**config.mk**
```make
export PLATFORM = sky130hd
export DESIGN_NAME = vosm_top
export DESIGN_NICKNAME = d
export VERILOG_FILES = /design/src/rtl/vosm_pkg.sv /design/src/rtl/vosm_top.sv /design/src/rtl/vosm_pin_sync.sv
export VERILOG_INCLUDE_DIRS = /design/src /design/src/rtl
export SDC_FILE = /design/constraint.sdc
export NUM_CORES = 1
export LEC_CHECK = 0
export ABC_AREA = 1
export BUFFER_PORTS_ARGS = -buffer_cell sky130_fd_sc_hd__buf_2
export CAP_MARGIN = 20
export CORE_MARGIN = 5
export CORE_UTILIZATION = 50
export CTS_CLUSTER_SIZE = 40
export DETAILED_ROUTE_END_ITERATION = 8
export GPL_TIMING_DRIVEN = 0
export PLACE_DENSITY = 0.81
export SYNTH_ARGS = -nofsm -noshare
export SYNTH_HDL_FRONTEND = slang
export SYNTH_SLANG_ARGS = --single-unit
export TNS_END_PERCENT = 100
```
**constraint.sdc**
```tcl
create_clock -name mclk -period 1.9 [get_ports mclk]
set_input_delay 0.19 -clock mclk [delete_from_list [all_inputs] [get_ports mclk]]
set_output_delay 0.19 -clock mclk [all_outputs]
set_load 0.02 [all_outputs]
```
**src/rtl/vosm_defines.svh**
```systemverilog
// Purpose: Offsets, fields, reset values and timing counts of the video output status mux
// Assumes: 32-bit AHB-Lite register words on aligned byte addresses
// Notes: Definitions only
`ifndef VOSM_DEFINES_SVH
`define VOSM_DEFINES_SVH

// ----------------------------------------
// Register offsets
// ----------------------------------------
`define VOSM_CTRL_OFS 8'h00
`define VOSM_SEL_OFS 8'h04
`define VOSM_STATUS_OFS 8'h08

// ----------------------------------------
// Control word fields
// ----------------------------------------
`define VOSM_CTRL_MODE_LSB 0
`define VOSM_CTRL_AUTO_BIT 2
`define VOSM_CTRL_SWAP_BIT 12
`define VOSM_SEL_FIELD_STRIDE 4

// ----------------------------------------
// Codes and reset values
// ----------------------------------------
`define VOSM_MODE_AUX 2'h2
`define VOSM_MODE_BYPASS 2'h3
`define VOSM_MODE_RESET 2'h3
`define VOSM_SEL_H 3'h0
`define VOSM_SEL_V 3'h1
`define VOSM_SEL_F 3'h2
`define VOSM_SEL_LOAD 3'h3
`define VOSM_SEL_EDH 3'h5
`define VOSM_SEL_FULL 3'h6
`define VOSM_SEL_EMPTY 3'h7

// ----------------------------------------
// Timing, in parallel clock cycles
// ----------------------------------------
`define VOSM_AUX_INIT_PCLK 2200

`endif

```
**src/rtl/vosm_pkg.sv**
```systemverilog
// Purpose: Types shared by the video output status mux
// Assumes: Nothing beyond the defines header
// Notes: Constants live in vosm_defines.svh
`default_nettype none
package vosm_pkg;

   // Output bus format chosen by the two select pins
   typedef enum logic [1:0]
   {
      VOSM_FMT_RAW = 2'h0,
      VOSM_FMT_VIDEO = 2'h1,
      VOSM_FMT_TS = 2'h2
   } vosm_fmt_type;

   // Aux buffer initialisation, Gray along idle-init-ready
   typedef enum logic [1:0]
   {
      VOSM_INIT_IDLE = 2'h0,
      VOSM_INIT_RUN = 2'h1,
      VOSM_INIT_READY = 2'h3
   } vosm_init_type;

endpackage

`default_nettype wire

```
**src/rtl/vosm_top.sv**
```systemverilog
// What this block does
// - Bypass on enable low or mode 11b
// - Both selects low loads mode 11b
// - Bypass routes around buffer, buffer sleeps
// - Bus data changes away from output clock rise; status pins change on any mclk
// - Select pins choose raw, video or transport
// - Select pins inputs manually, outputs automatically
// - Reset tri-states outputs, status pins hold
// - Video mode passes aligned multiplexed words
// - Transport byte on bits 7 to 0
// - Bit 9 code error, bit 8 sync
// - Data-through passes words untouched
// - Auto mode without sync forces zeros
// - Four status pins, 3-bit select each
// - Select codes map eight internal signals
// - Irrelevant status selection tri-states pin
// - Video defaults H, V, F, load
// - Transport defaults full, empty; else 000b
// - Aux mode waits 2200 clocks before extraction
//
// Purpose: Output stage formatting the 10-bit bus and the four status pins
// Assumes: Core signals arrive on mclk; pins are asynchronous
// Notes: Parallel clock is sampled by mclk and re-driven
`timescale 1ns/10ps
`default_nettype none
`include "vosm_defines.svh"

module vosm_top #(
   parameter int INIT_CYCLES = `VOSM_AUX_INIT_PCLK,
   parameter int DATA_W = 10,
   parameter int NSTAT = 4
) (
   // Clock and reset
   input wire logic mclk,
   input wire logic resetn,
   // AHB-Lite slave
   input wire logic hsel,
   input wire logic [31:0] haddr,
   input wire logic [1:0] htrans,
   input wire logic hwrite,
   input wire logic [2:0] hsize,
   input wire logic hready,
   input wire logic [31:0] hwdata,
   output logic [31:0] hrdata,
   output logic hreadyout,
   output logic hresp,
   // Pins from outside
   input wire logic pclk_in,
   input wire logic buffer_enable_pin,
   input wire logic processing_enable_pin,
   // Select pins, two-way
   input wire logic video_decode_select_in,
   output logic video_decode_select_out,
   output logic video_decode_select_oe,
   input wire logic transport_select_in,
   output logic transport_select_out,
   output logic transport_select_oe,
   // Core data and detection
   input wire logic [DATA_W-1:0] raw_word,
   input wire logic [DATA_W-1:0] video_word,
   input wire logic [7:0] ts_byte,
   input wire logic code_word_error,
   input wire logic sync_word_indication,
   input wire logic trs_found,
   input wire logic sync_found,
   input wire logic detect_video,
   input wire logic detect_ts,
   input wire logic error_summary_in,
   // Status sources
   input wire logic h_flag,
   input wire logic v_flag,
   input wire logic f_flag,
   input wire logic buffer_load_pulse,
   input wire logic aux_packet_flag,
   input wire logic error_check_packet_flag,
   input wire logic buffer_full,
   input wire logic buffer_empty,
   // Parallel outputs
   output logic [DATA_W-1:0] dout,
   output logic dout_oe,
   output logic pclk_out,
   output logic pclk_oe,
   output logic [NSTAT-1:0] stat_out,
   output logic [NSTAT-1:0] stat_oe,
   output logic error_summary_n,
   // Buffer control
   output logic buffer_bypass,
   output logic buffer_sleep,
   output logic aux_extract_enable,
   output logic half_swap_bit
);

   // ----------------------------------------
   // Pin synchronisers
   // ----------------------------------------
   logic [4:0] pins_q;
   logic pclk_prev_reg;

   vosm_pin_sync #(.WIDTH(5)) u_sync (
      .clk(mclk),
      .resetn(resetn),
      .d({transport_select_in, video_decode_select_in, processing_enable_pin, buffer_enable_pin, pclk_in}),
      .q(pins_q)
   );

   wire logic pclk_s = pins_q[0];
   wire logic buf_en_s = pins_q[1];
   wire logic proc_en_s = pins_q[2];
   wire logic pclk_rise = pclk_s & ~pclk_prev_reg;
   wire logic pclk_fall = ~pclk_s & pclk_prev_reg;

   always_ff @(posedge mclk or negedge resetn)
   begin
      if (!resetn)
         pclk_prev_reg <= 1'b0;
      else
         pclk_prev_reg <= pclk_s;
   end

   // ----------------------------------------
   // Registers
   // ----------------------------------------
   logic [1:0] buf_mode_reg;
   logic auto_reg;
   logic [NSTAT*3-1:0] sel_reg;
   logic [NSTAT-1:0] sel_written_reg;
   logic wr_pend_reg;
   logic [7:0] wr_addr_reg;
   logic bypass_reg;
   vosm_pkg::vosm_fmt_type fmt_reg;
   vosm_pkg::vosm_fmt_type fmt_prev_reg;
   logic [1:0] mode_prev_reg;
   vosm_pkg::vosm_init_type init_reg;
   logic [11:0] init_cnt_reg;

   wire logic addr_ok = hsel & hready & htrans[1];
   wire logic wr_ctrl = wr_pend_reg & (wr_addr_reg == `VOSM_CTRL_OFS);
   wire logic wr_sel = wr_pend_reg & (wr_addr_reg == `VOSM_SEL_OFS);
   wire logic cfg_change = (fmt_reg != fmt_prev_reg) | (buf_mode_reg != mode_prev_reg);

   always_ff @(posedge mclk or negedge resetn)
   begin
      if (!resetn)
      begin
         wr_pend_reg <= 1'b0;
         wr_addr_reg <= 8'h00;
         hreadyout <= 1'b0;
         hresp <= 1'b0;
      end
      else
      begin
         wr_pend_reg <= addr_ok & hwrite;
         wr_addr_reg <= haddr[7:0];
         hreadyout <= 1'b1;
         hresp <= 1'b0;
      end
   end

   // Read data loaded at the address phase, zero when unmapped
   always_ff @(posedge mclk or negedge resetn)
   begin
      if (!resetn)
         hrdata <= 32'h0000_0000;
      else if (addr_ok & ~hwrite)
      begin
         unique case (haddr[7:0])
            `VOSM_CTRL_OFS:
               hrdata <= {19'h0_0000, half_swap_bit, 9'h000, auto_reg, buf_mode_reg};
            `VOSM_SEL_OFS:
               hrdata <= {16'h0000, 1'b0, sel_reg[11:9], 1'b0, sel_reg[8:6], 1'b0, sel_reg[5:3], 1'b0, sel_reg[2:0]};
            `VOSM_STATUS_OFS:
               hrdata <= {26'h000_0000, transport_select_out, video_decode_select_out, fmt_reg, bypass_reg,
                          init_reg == vosm_pkg::VOSM_INIT_READY};
            default:
               hrdata <= 32'h0000_0000;
         endcase
      end
   end

   // Host write lands after any default load in the same cycle
   always_ff @(posedge mclk or negedge resetn)
   begin
      if (!resetn)
      begin
         buf_mode_reg <= `VOSM_MODE_RESET;
         auto_reg <= 1'b0;
         half_swap_bit <= 1'b0;
      end
      else if (wr_ctrl)
      begin
         buf_mode_reg <= hwdata[`VOSM_CTRL_MODE_LSB +: 2];
         auto_reg <= hwdata[`VOSM_CTRL_AUTO_BIT];
         half_swap_bit <= hwdata[`VOSM_CTRL_SWAP_BIT];
      end
      else if (fmt_reg == vosm_pkg::VOSM_FMT_RAW && fmt_prev_reg != vosm_pkg::VOSM_FMT_RAW)
         buf_mode_reg <= `VOSM_MODE_BYPASS;
   end

   always_ff @(posedge mclk or negedge resetn)
   begin
      if (!resetn)
      begin
         fmt_prev_reg <= vosm_pkg::VOSM_FMT_RAW;
         mode_prev_reg <= `VOSM_MODE_RESET;
      end
      else
      begin
         fmt_prev_reg <= fmt_reg;
         mode_prev_reg <= buf_mode_reg;
      end
   end

   // ----------------------------------------
   // Format selection
   // ----------------------------------------
   // In auto mode the detectors drive the select pins
   always_ff @(posedge mclk or negedge resetn)
   begin
      if (!resetn)
      begin
         video_decode_select_out <= 1'b0;
         transport_select_out <= 1'b0;
         video_decode_select_oe <= 1'b0;
         transport_select_oe <= 1'b0;
      end
      else
      begin
         video_decode_select_out <= auto_reg ? detect_video : pins_q[3];
         transport_select_out <= auto_reg ? detect_ts : pins_q[4];
         video_decode_select_oe <= auto_reg;
         transport_select_oe <= auto_reg;
      end
   end

   // Both high is undefined; treated as data-through
   always_ff @(posedge mclk or negedge resetn)
   begin
      if (!resetn)
         fmt_reg <= vosm_pkg::VOSM_FMT_RAW;
      else if (video_decode_select_out & ~transport_select_out)
         fmt_reg <= vosm_pkg::VOSM_FMT_VIDEO;
      else if (~video_decode_select_out & transport_select_out)
         fmt_reg <= vosm_pkg::VOSM_FMT_TS;
      else
         fmt_reg <= vosm_pkg::VOSM_FMT_RAW;
   end

   // ----------------------------------------
   // Buffer bypass and aux initialisation
   // ----------------------------------------
   always_ff @(posedge mclk or negedge resetn)
   begin
      if (!resetn)
      begin
         bypass_reg <= 1'b1;
         buffer_bypass <= 1'b1;
         buffer_sleep <= 1'b1;
      end
      else
      begin
         bypass_reg <= ~buf_en_s | ~proc_en_s | (buf_mode_reg == `VOSM_MODE_BYPASS);
         buffer_bypass <= bypass_reg;
         buffer_sleep <= bypass_reg;
      end
   end

   // Leaving aux mode or entering bypass restarts the wait, which lets an enable cycle clear it
   always_ff @(posedge mclk or negedge resetn)
   begin
      if (!resetn)
      begin
         init_reg <= vosm_pkg::VOSM_INIT_IDLE;
         init_cnt_reg <= 12'h000;
      end
      else if (bypass_reg || buf_mode_reg != `VOSM_MODE_AUX)
      begin
         init_reg <= vosm_pkg::VOSM_INIT_IDLE;
         init_cnt_reg <= 12'h000;
      end
      else
      begin
         unique case (init_reg)
            vosm_pkg::VOSM_INIT_IDLE:
               init_reg <= vosm_pkg::VOSM_INIT_RUN;
            vosm_pkg::VOSM_INIT_RUN:
               if (pclk_rise)
               begin
                  if (init_cnt_reg == 12'(INIT_CYCLES - 1))
                     init_reg <= vosm_pkg::VOSM_INIT_READY;
                  init_cnt_reg <= init_cnt_reg + 12'h001;
               end
            vosm_pkg::VOSM_INIT_READY:
               init_reg <= vosm_pkg::VOSM_INIT_READY;
            default:
               init_reg <= vosm_pkg::VOSM_INIT_IDLE;
         endcase
      end
   end

   always_ff @(posedge mclk or negedge resetn)
   begin
      if (!resetn)
         aux_extract_enable <= 1'b0;
      else
         aux_extract_enable <= (init_reg == vosm_pkg::VOSM_INIT_READY) & proc_en_s;
   end

   // ----------------------------------------
   // Parallel data bus
   // ----------------------------------------
   wire logic force_low = auto_reg & ~trs_found & ~sync_found;

   // Data moves on the falling clock so it is stable at the output rise
   always_ff @(posedge mclk or negedge resetn)
   begin
      if (!resetn)
      begin
         dout <= '0;
         dout_oe <= 1'b0;
         pclk_out <= 1'b0;
         pclk_oe <= 1'b0;
      end
      else
      begin
         pclk_out <= pclk_s;
         pclk_oe <= 1'b1;
         dout_oe <= 1'b1;
         if (pclk_fall)
         begin
            if (force_low)
               dout <= '0;
            else
            begin
               unique case (fmt_reg)
                  vosm_pkg::VOSM_FMT_VIDEO:
                     dout <= video_word;
                  vosm_pkg::VOSM_FMT_TS:
                     dout <= {code_word_error, sync_word_indication, ts_byte};
                  default:
                     dout <= raw_word;
               endcase
            end
         end
      end
   end

   // ----------------------------------------
   // Status pins
   // ----------------------------------------
   // No reset here: pins keep their last level through reset
   always_ff @(posedge mclk)
   begin
      if (resetn)
         error_summary_n <= ~error_summary_in;
   end

   wire logic [7:0] stat_src = {buffer_empty, buffer_full, error_check_packet_flag, aux_packet_flag,
                                buffer_load_pulse, f_flag, v_flag, h_flag};

   genvar gi;
   generate
      for (gi = 0; gi < NSTAT; gi++)
      begin : g_stat
         logic [2:0] code;
         logic [2:0] dflt;
         logic relevant;
         assign code = sel_reg[gi*3 +: 3];
         always_comb
         begin
            dflt = `VOSM_SEL_H;
            if (fmt_reg == vosm_pkg::VOSM_FMT_VIDEO)
               dflt = 3'(gi);
            else if (fmt_reg == vosm_pkg::VOSM_FMT_TS && gi < 2)
               dflt = (gi == 0) ? `VOSM_SEL_FULL : `VOSM_SEL_EMPTY;
            relevant = (fmt_reg == vosm_pkg::VOSM_FMT_VIDEO) ? (code <= `VOSM_SEL_EDH) :
                       (fmt_reg == vosm_pkg::VOSM_FMT_TS) ? (code >= `VOSM_SEL_FULL) : 1'b0;
         end

         always_ff @(posedge mclk or negedge resetn)
         begin
            if (!resetn)
            begin
               sel_reg[gi*3 +: 3] <= `VOSM_SEL_H;
               sel_written_reg[gi] <= 1'b0;
            end
            else if (wr_sel)
            begin
               sel_reg[gi*3 +: 3] <= hwdata[gi*`VOSM_SEL_FIELD_STRIDE +: 3];
               sel_written_reg[gi] <= 1'b1;
            end
            else if (cfg_change && !sel_written_reg[gi])
               sel_reg[gi*3 +: 3] <= dflt;
         end

         always_ff @(posedge mclk)
         begin
            if (resetn)
            begin
               stat_out[gi] <= stat_src[code];
               stat_oe[gi] <= relevant;
            end
         end
      end
   endgenerate

   // ----------------------------------------
   // Checks
   // ----------------------------------------
   a_bypass_enable: assert property (@(posedge mclk) disable iff (!resetn)
      !buf_en_s |-> ##2 buffer_bypass) else $error("bypass not taken");
   a_default_mode: assert property (@(posedge mclk) disable iff (!resetn)
      (fmt_reg == vosm_pkg::VOSM_FMT_RAW && fmt_prev_reg != vosm_pkg::VOSM_FMT_RAW && !wr_ctrl)
      |=> buf_mode_reg == `VOSM_MODE_BYPASS) else $error("mode default missed");
   a_ts_byte_map: assert property (@(posedge mclk) disable iff (!resetn)
      (pclk_fall && !force_low && fmt_reg == vosm_pkg::VOSM_FMT_TS)
      |=> dout == {$past(code_word_error), $past(sync_word_indication), $past(ts_byte)})
      else $error("transport map wrong");
   a_raw_pass: assert property (@(posedge mclk) disable iff (!resetn)
      (pclk_fall && !force_low && fmt_reg == vosm_pkg::VOSM_FMT_RAW) |=> dout == $past(raw_word))
      else $error("raw word altered");
   a_force_zero: assert property (@(posedge mclk) disable iff (!resetn)
      (pclk_fall && force_low) |=> dout == '0) else $error("bus not forced low");
   a_data_stable: assert property (@(posedge mclk) disable iff (!resetn)
      pclk_rise |=> $stable(dout)) else $error("data moved at clock rise");
   a_reset_float: assert property (@(posedge mclk)
      !resetn |-> !dout_oe && !pclk_oe && !video_decode_select_oe) else $error("drive in reset");
   a_stat_irrelevant: assert property (@(posedge mclk) disable iff (!resetn)
      (fmt_reg != vosm_pkg::VOSM_FMT_TS && sel_reg[2:0] >= `VOSM_SEL_FULL) |=> !stat_oe[0])
      else $error("full flag shown outside transport");
   a_init_wait: assert property (@(posedge mclk) disable iff (!resetn)
      $rose(init_reg == vosm_pkg::VOSM_INIT_READY) |-> $past(init_cnt_reg) == 12'(INIT_CYCLES - 1))
      else $error("ready before init count");

   c_ts_mode: cover property (@(posedge mclk) disable iff (!resetn) fmt_reg == vosm_pkg::VOSM_FMT_TS && pclk_fall);
   c_aux_ready: cover property (@(posedge mclk) disable iff (!resetn) $rose(aux_extract_enable));
   c_forced: cover property (@(posedge mclk) disable iff (!resetn) pclk_fall && force_low);

endmodule

`default_nettype wire

```
**src/rtl/vosm_pin_sync.sv**
```systemverilog
// Purpose: Three-stage synchroniser with agreement filter for pin inputs
// Assumes: Inputs asynchronous to clk
// Notes: Output moves only when stages two and three agree
`timescale 1ns/10ps
`default_nettype none

module vosm_pin_sync #(
   parameter int WIDTH = 1
) (
   // Clock and reset
   input wire logic clk,
   input wire logic resetn,
   // Pins
   input wire logic [WIDTH-1:0] d,
   output logic [WIDTH-1:0] q
);

   logic [WIDTH-1:0] s1_reg;
   logic [WIDTH-1:0] s2_reg;
   logic [WIDTH-1:0] s3_reg;

   always_ff @(posedge clk or negedge resetn)
   begin
      if (!resetn)
      begin
         s1_reg <= '0;
         s2_reg <= '0;
         s3_reg <= '0;
         q <= '0;
      end
      else
      begin
         s1_reg <= d;
         s2_reg <= s1_reg;
         s3_reg <= s2_reg;
         for (int i = 0; i < WIDTH; i++)
         begin
            if (s2_reg[i] == s3_reg[i])
            begin
               q[i] <= s3_reg[i];
            end
         end
      end
   end

endmodule

`default_nettype wire

```
==> out/metrics.json <==
{
  "placement.io_buffers": {"value": 117},
  "setup_repair_after_global_routing_missed_its_margin": {"value": "no"},
  "placedCellCount": {"value": 889},
  "setup_crit_path_kind": {"value": "reg2reg"},
  "largest_register_ffs": {"value": 13},
  "synth_cell_type_count": {"value": 34},
  "power.density_cell_area": {"value": 778, "unit": "nW/um2"},
  "status": {"value": "complete, no violations"},
  "detail_route.vias_per_cell": {"value": 5.05},
  "ir_worst_vdd": {"value": 0.468, "unit": "mV"},
  "hold_viol_final": {"value": 0},
  "r2r_cells": {"value": 6},
  "hold_class": {"value": "in2reg"},
  "layoutNonFillerInstCount": {"value": 918},
  "met3_wirelength_from_detailed_routing": {"value": 1.01, "unit": "mm"},
  "die_area": {"value": 12400, "unit": "um2"},
  "antenna_cells": {"value": 0},
  "die_x": {"value": 111, "unit": "um"},
  "number_of_cts_inserted_buffers": {"value": 9},
  "min_from": {"value": "hwrite"},
  "max-clock-path-buffers": {"value": 2},
  "detail_route.wl_per_cell": {"value": 13.9, "unit": "um"},
  "detail-route-antenna-nets": {"value": 0},
  "timing_max_transition_violations_final": {"value": 0},
  "tritoncts": {"value": "yes"},
  "core_area": {"value": 10100, "unit": "um2"},
  "met2RoutedLength": {"value": 6.19, "unit": "mm"},
  "cell_area_synth": {"value": 5130, "unit": "um2"},
  "setup_viol": {"value": 0},
  "cts.sinks": {"value": 106},
  "maxCapViolCount": {"value": 0},
  "routedLengthMet1": {"value": 5.39, "unit": "mm"},
  "post_syn_instances": {"value": 616},
  "critical_path.endpoint_type": {"value": "flip-flop"},
  "clock_latency": {"value": 0.36, "unit": "ns"},
  "ios": {"value": 186},
  "worst-path-max-fanout": {"value": 10},
  "dr_total_vias": {"value": 4636},
  "routed_wirelength": {"value": 12.8, "unit": "mm"},
  "worst_slew_pin_slew": {"value": 0.618, "unit": "ns"},
  "peak_per_stage_delay_on_the_critical_path": {"value": 0.43, "unit": "ns"},
  "startpoint_type": {"value": "flip-flop"},
  "synth_top_family_by_area": {"value": "simple AND/OR/NAND/NOR gates"},
  "syn_to_final_growth": {"value": 23.7, "unit": "%"},
  "hold_path_end": {"value": "wr_pend_reg$_DFF_PN0_"},
  "required": {"value": 2.15, "unit": "ns"},
  "fmaxAchievable": {"value": 0.583, "unit": "GHz"},
  "finalWeightedCongestion": {"value": 0.929},
  "worst_r2r_endpoint": {"value": "dout[2]$_DFFE_PN0P_"},
  "route.detailed.drc": {"value": 0},
  "number_of_iterations_in_the_first_detailed_routing_pass": {"value": 5},
  "grt_start_max_net_pins": {"value": 60},
  "maxSlewHeadroom": {"value": 0.588},
  "reg2reg_setup_slack": {"value": 0.18, "unit": "ns"},
  "timing.critical_path.arrival": {"value": 1.96, "unit": "ns"},
  "place.detailed.hpwl": {"value": 9.91, "unit": "mm"},
  "yosys_register_bits": {"value": 106},
  "synth_compound_area_frac": {"value": 0.0962},
  "holdPathStages": {"value": 3},
  "clk_pin_slew_worst_paths": {"value": 0.09, "unit": "ns"},
  "synth_xor_xnor_area_share": {"value": 0},
  "mostFrequentLayoutCell": {"value": "sky130_fd_sc_hd__nand2_1"},
  "number_of_h_tree_levels": {"value": 3},
  "regToRegStartpoint": {"value": "fmt_reg[0]$_DFF_PN0_"},
  "total_leakage_power": {"value": 3.28, "unit": "nW"},
  "die_y": {"value": 111, "unit": "um"},
  "layout_cell_share_with_drive_strength_beyond_1": {"value": 0.234},
  "antenna_found_initial": {"value": 0},
  "post_synth_fa_ha_maj_area_fraction": {"value": 0.0195},
  "initial_utilization": {"value": 0.506},
  "placementRows": {"value": 37},
  "final_cell_mix": {"value": "sky130_fd_sc_hd__nand2_1, sky130_fd_sc_hd__buf_2, sky130_fd_sc_hd__dfrtp_1"},
  "layout.nets": {"value": 903},
  "clock_skews": {"value": 0.0104, "unit": "ns"},
  "syn_avg_cell_area": {"value": 8.32, "unit": "um2"},
  "synthMuxAreaShare": {"value": 0.00439},
  "track_usage": {"value": 0.211},
  "critPathSlowestCell": {"value": "sky130_fd_sc_hd__dfrtp_1"},
  "overflow": {"value": 0},
  "dr.max_layer_used": {"value": "met4"},
  "finalCoreUtilization": {"value": 0.625},
  "cts_root_buf": {"value": "sky130_fd_sc_hd__clkbuf_8"},
  "grt_pass1_vias": {"value": 4579},
  "initialDrtViolationCount": {"value": 406},
  "yosysSeqAreaShare": {"value": 0.528},
  "timing.critical_path.cells": {"value": "inv_1, ha_1, clkbuf_1, nand3_1, o211ai_1, nand2_1"},
  "synth_warnings": {"value": 0},
  "grt_pass1_wl": {"value": 21.6, "unit": "mm"},
  "period_minus_slack": {"value": 1.72, "unit": "ns"},
  "basic_gate_share_of_the_synthesized_area_counting_and_or_nand_and_nor_cells": {"value": 0.244},
  "timing.final.crit_share": {"value": 0.903},
  "fin_hold_ws": {"value": 0.0522, "unit": "ns"}
}
==> routing by layer <==
layer	vias up	track usage
li1	2274	-
met4	0	0.0714
met5	-	0
met3	20	0.0475
met1	2153	0.280
met2	189	0.342
==> where the power goes <==
| part | leakage [nW] | internal (W) | switching, W |
|---|---|---|---|
| sequential | 1.31 | 0.00246 | 0.000119 |
| clock | 0.103 | 0.000780 | 0.000731 |
| combinational | 1.87 | 0.000316 | 0.000524 |
==> cells in the mapped netlist (all sizes together) <==
master / n / area [um2]
o21a: 2 / 15.0
conb: 2 / 7.51
o2111ai: 2 / 17.5
dfstp: 6 / 158
a21oi: 21 / 105
nand3: 64 / 320
o211ai: 7 / 52.6
ha: 4 / 50.1
dfrtp: 91 / 2280
buf: 32 / 244
nor2: 44 / 173
clkinv: 1 / 3.75
nand4: 11 / 68.8
a31oi: 2 / 12.5
clkbuf: 8 / 31.3
nand3b: 2 / 18.8
a21boi: 1 / 7.51
maj3: 5 / 50.1
o21ai: 55 / 275
nand2: 170 / 646
edfxtp: 9 / 270
mux2: 2 / 22.5
o31ai: 1 / 7.51
inv: 71 / 267
nor3: 3 / 26.3
==> through the flow <==
stage / total power (W) / setup WS, ns / setup TNS (ns) / instance area (um2)
after floorplan: 0.00310 / 0.515 / 0 / 5200
after global placement: 0.00340 / -0.462 / -43.21 / 5950
after detailed placement: 0.00345 / 0.192 / 0 / 5980
after CTS: 0.00498 / 0.174 / 0 / 6340
after global routing: 0.00522 / 0.0342 / 0 / 6340
final: 0.00494 / 0.184 / 0 / 6340
==> how the worst max path moves through the flow <==
stage,from,to,slack (ns),cells after the start
global route,fmt_reg[0]$_DFF_PN0_,stat_oe[3]$_DFFE_PP_,0.03,6
global placement,resetn,error_summary_n$_DFFE_PP_,-0.46,1
CTS,fmt_reg[0]$_DFF_PN0_,dout[2]$_DFFE_PN0P_,0.17,6
finish,fmt_reg[0]$_DFF_PN0_,dout[2]$_DFFE_PN0P_,0.18,6
floorplan,fmt_reg[0]$_DFF_PN0_,dout[7]$_DFFE_PN0P_,0.52,6
detailed placement,fmt_reg[0]$_DFF_PN0_,dout[2]$_DFFE_PN0P_,0.19,6
==> critical path: cells and delay by family (launching register included) <==
family,cells,cell delay (ns)
buf+inv,2,0.50
compound gates,1,0.11
flops,1,0.43
fa+ha+maj,1,0.34
simple gates,2,0.23
==> layout make-up <==
| type | count | area [um2] |
|---|---|---|
| well taps | 136 | 170 |
| flip-flops and latches | 106 | 2710 |
| clock buffers | 12 | 145 |
| repair buffers | 132 | 756 |
| multi-input cells | 417 | 1950 |
| inverters | 72 | 270 |
| fillers | 874 | 3800 |
| plain buffers | 39 | 272 |
| clock inverters | 4 | 75.1 |
==> logic make-up (layout without fill, tap and decap cells) <==
kind of cell | count (synthesis) | count (layout)
AND/OR/NAND/NOR | 294 | 294
buffers and inverters | 112 | 259
flip-flops | 106 | 106
AO/OA/AOI/OAI | 91 | 91
adder cells (fa/ha/maj) | 9 | 9
other | 2 | 21
multiplexers | 2 | 2
==> repair_timing <==
item / in CTS / in global routing
buffers inserted: 0 / 0
hold endpoints to repair: 52 / 0
endpoints found under the setup margin: 0 / 2
hold buffers: 14 / 0
gates resized for setup: 0 / 0
Note: power is estimated with default switching activity, not from simulation.
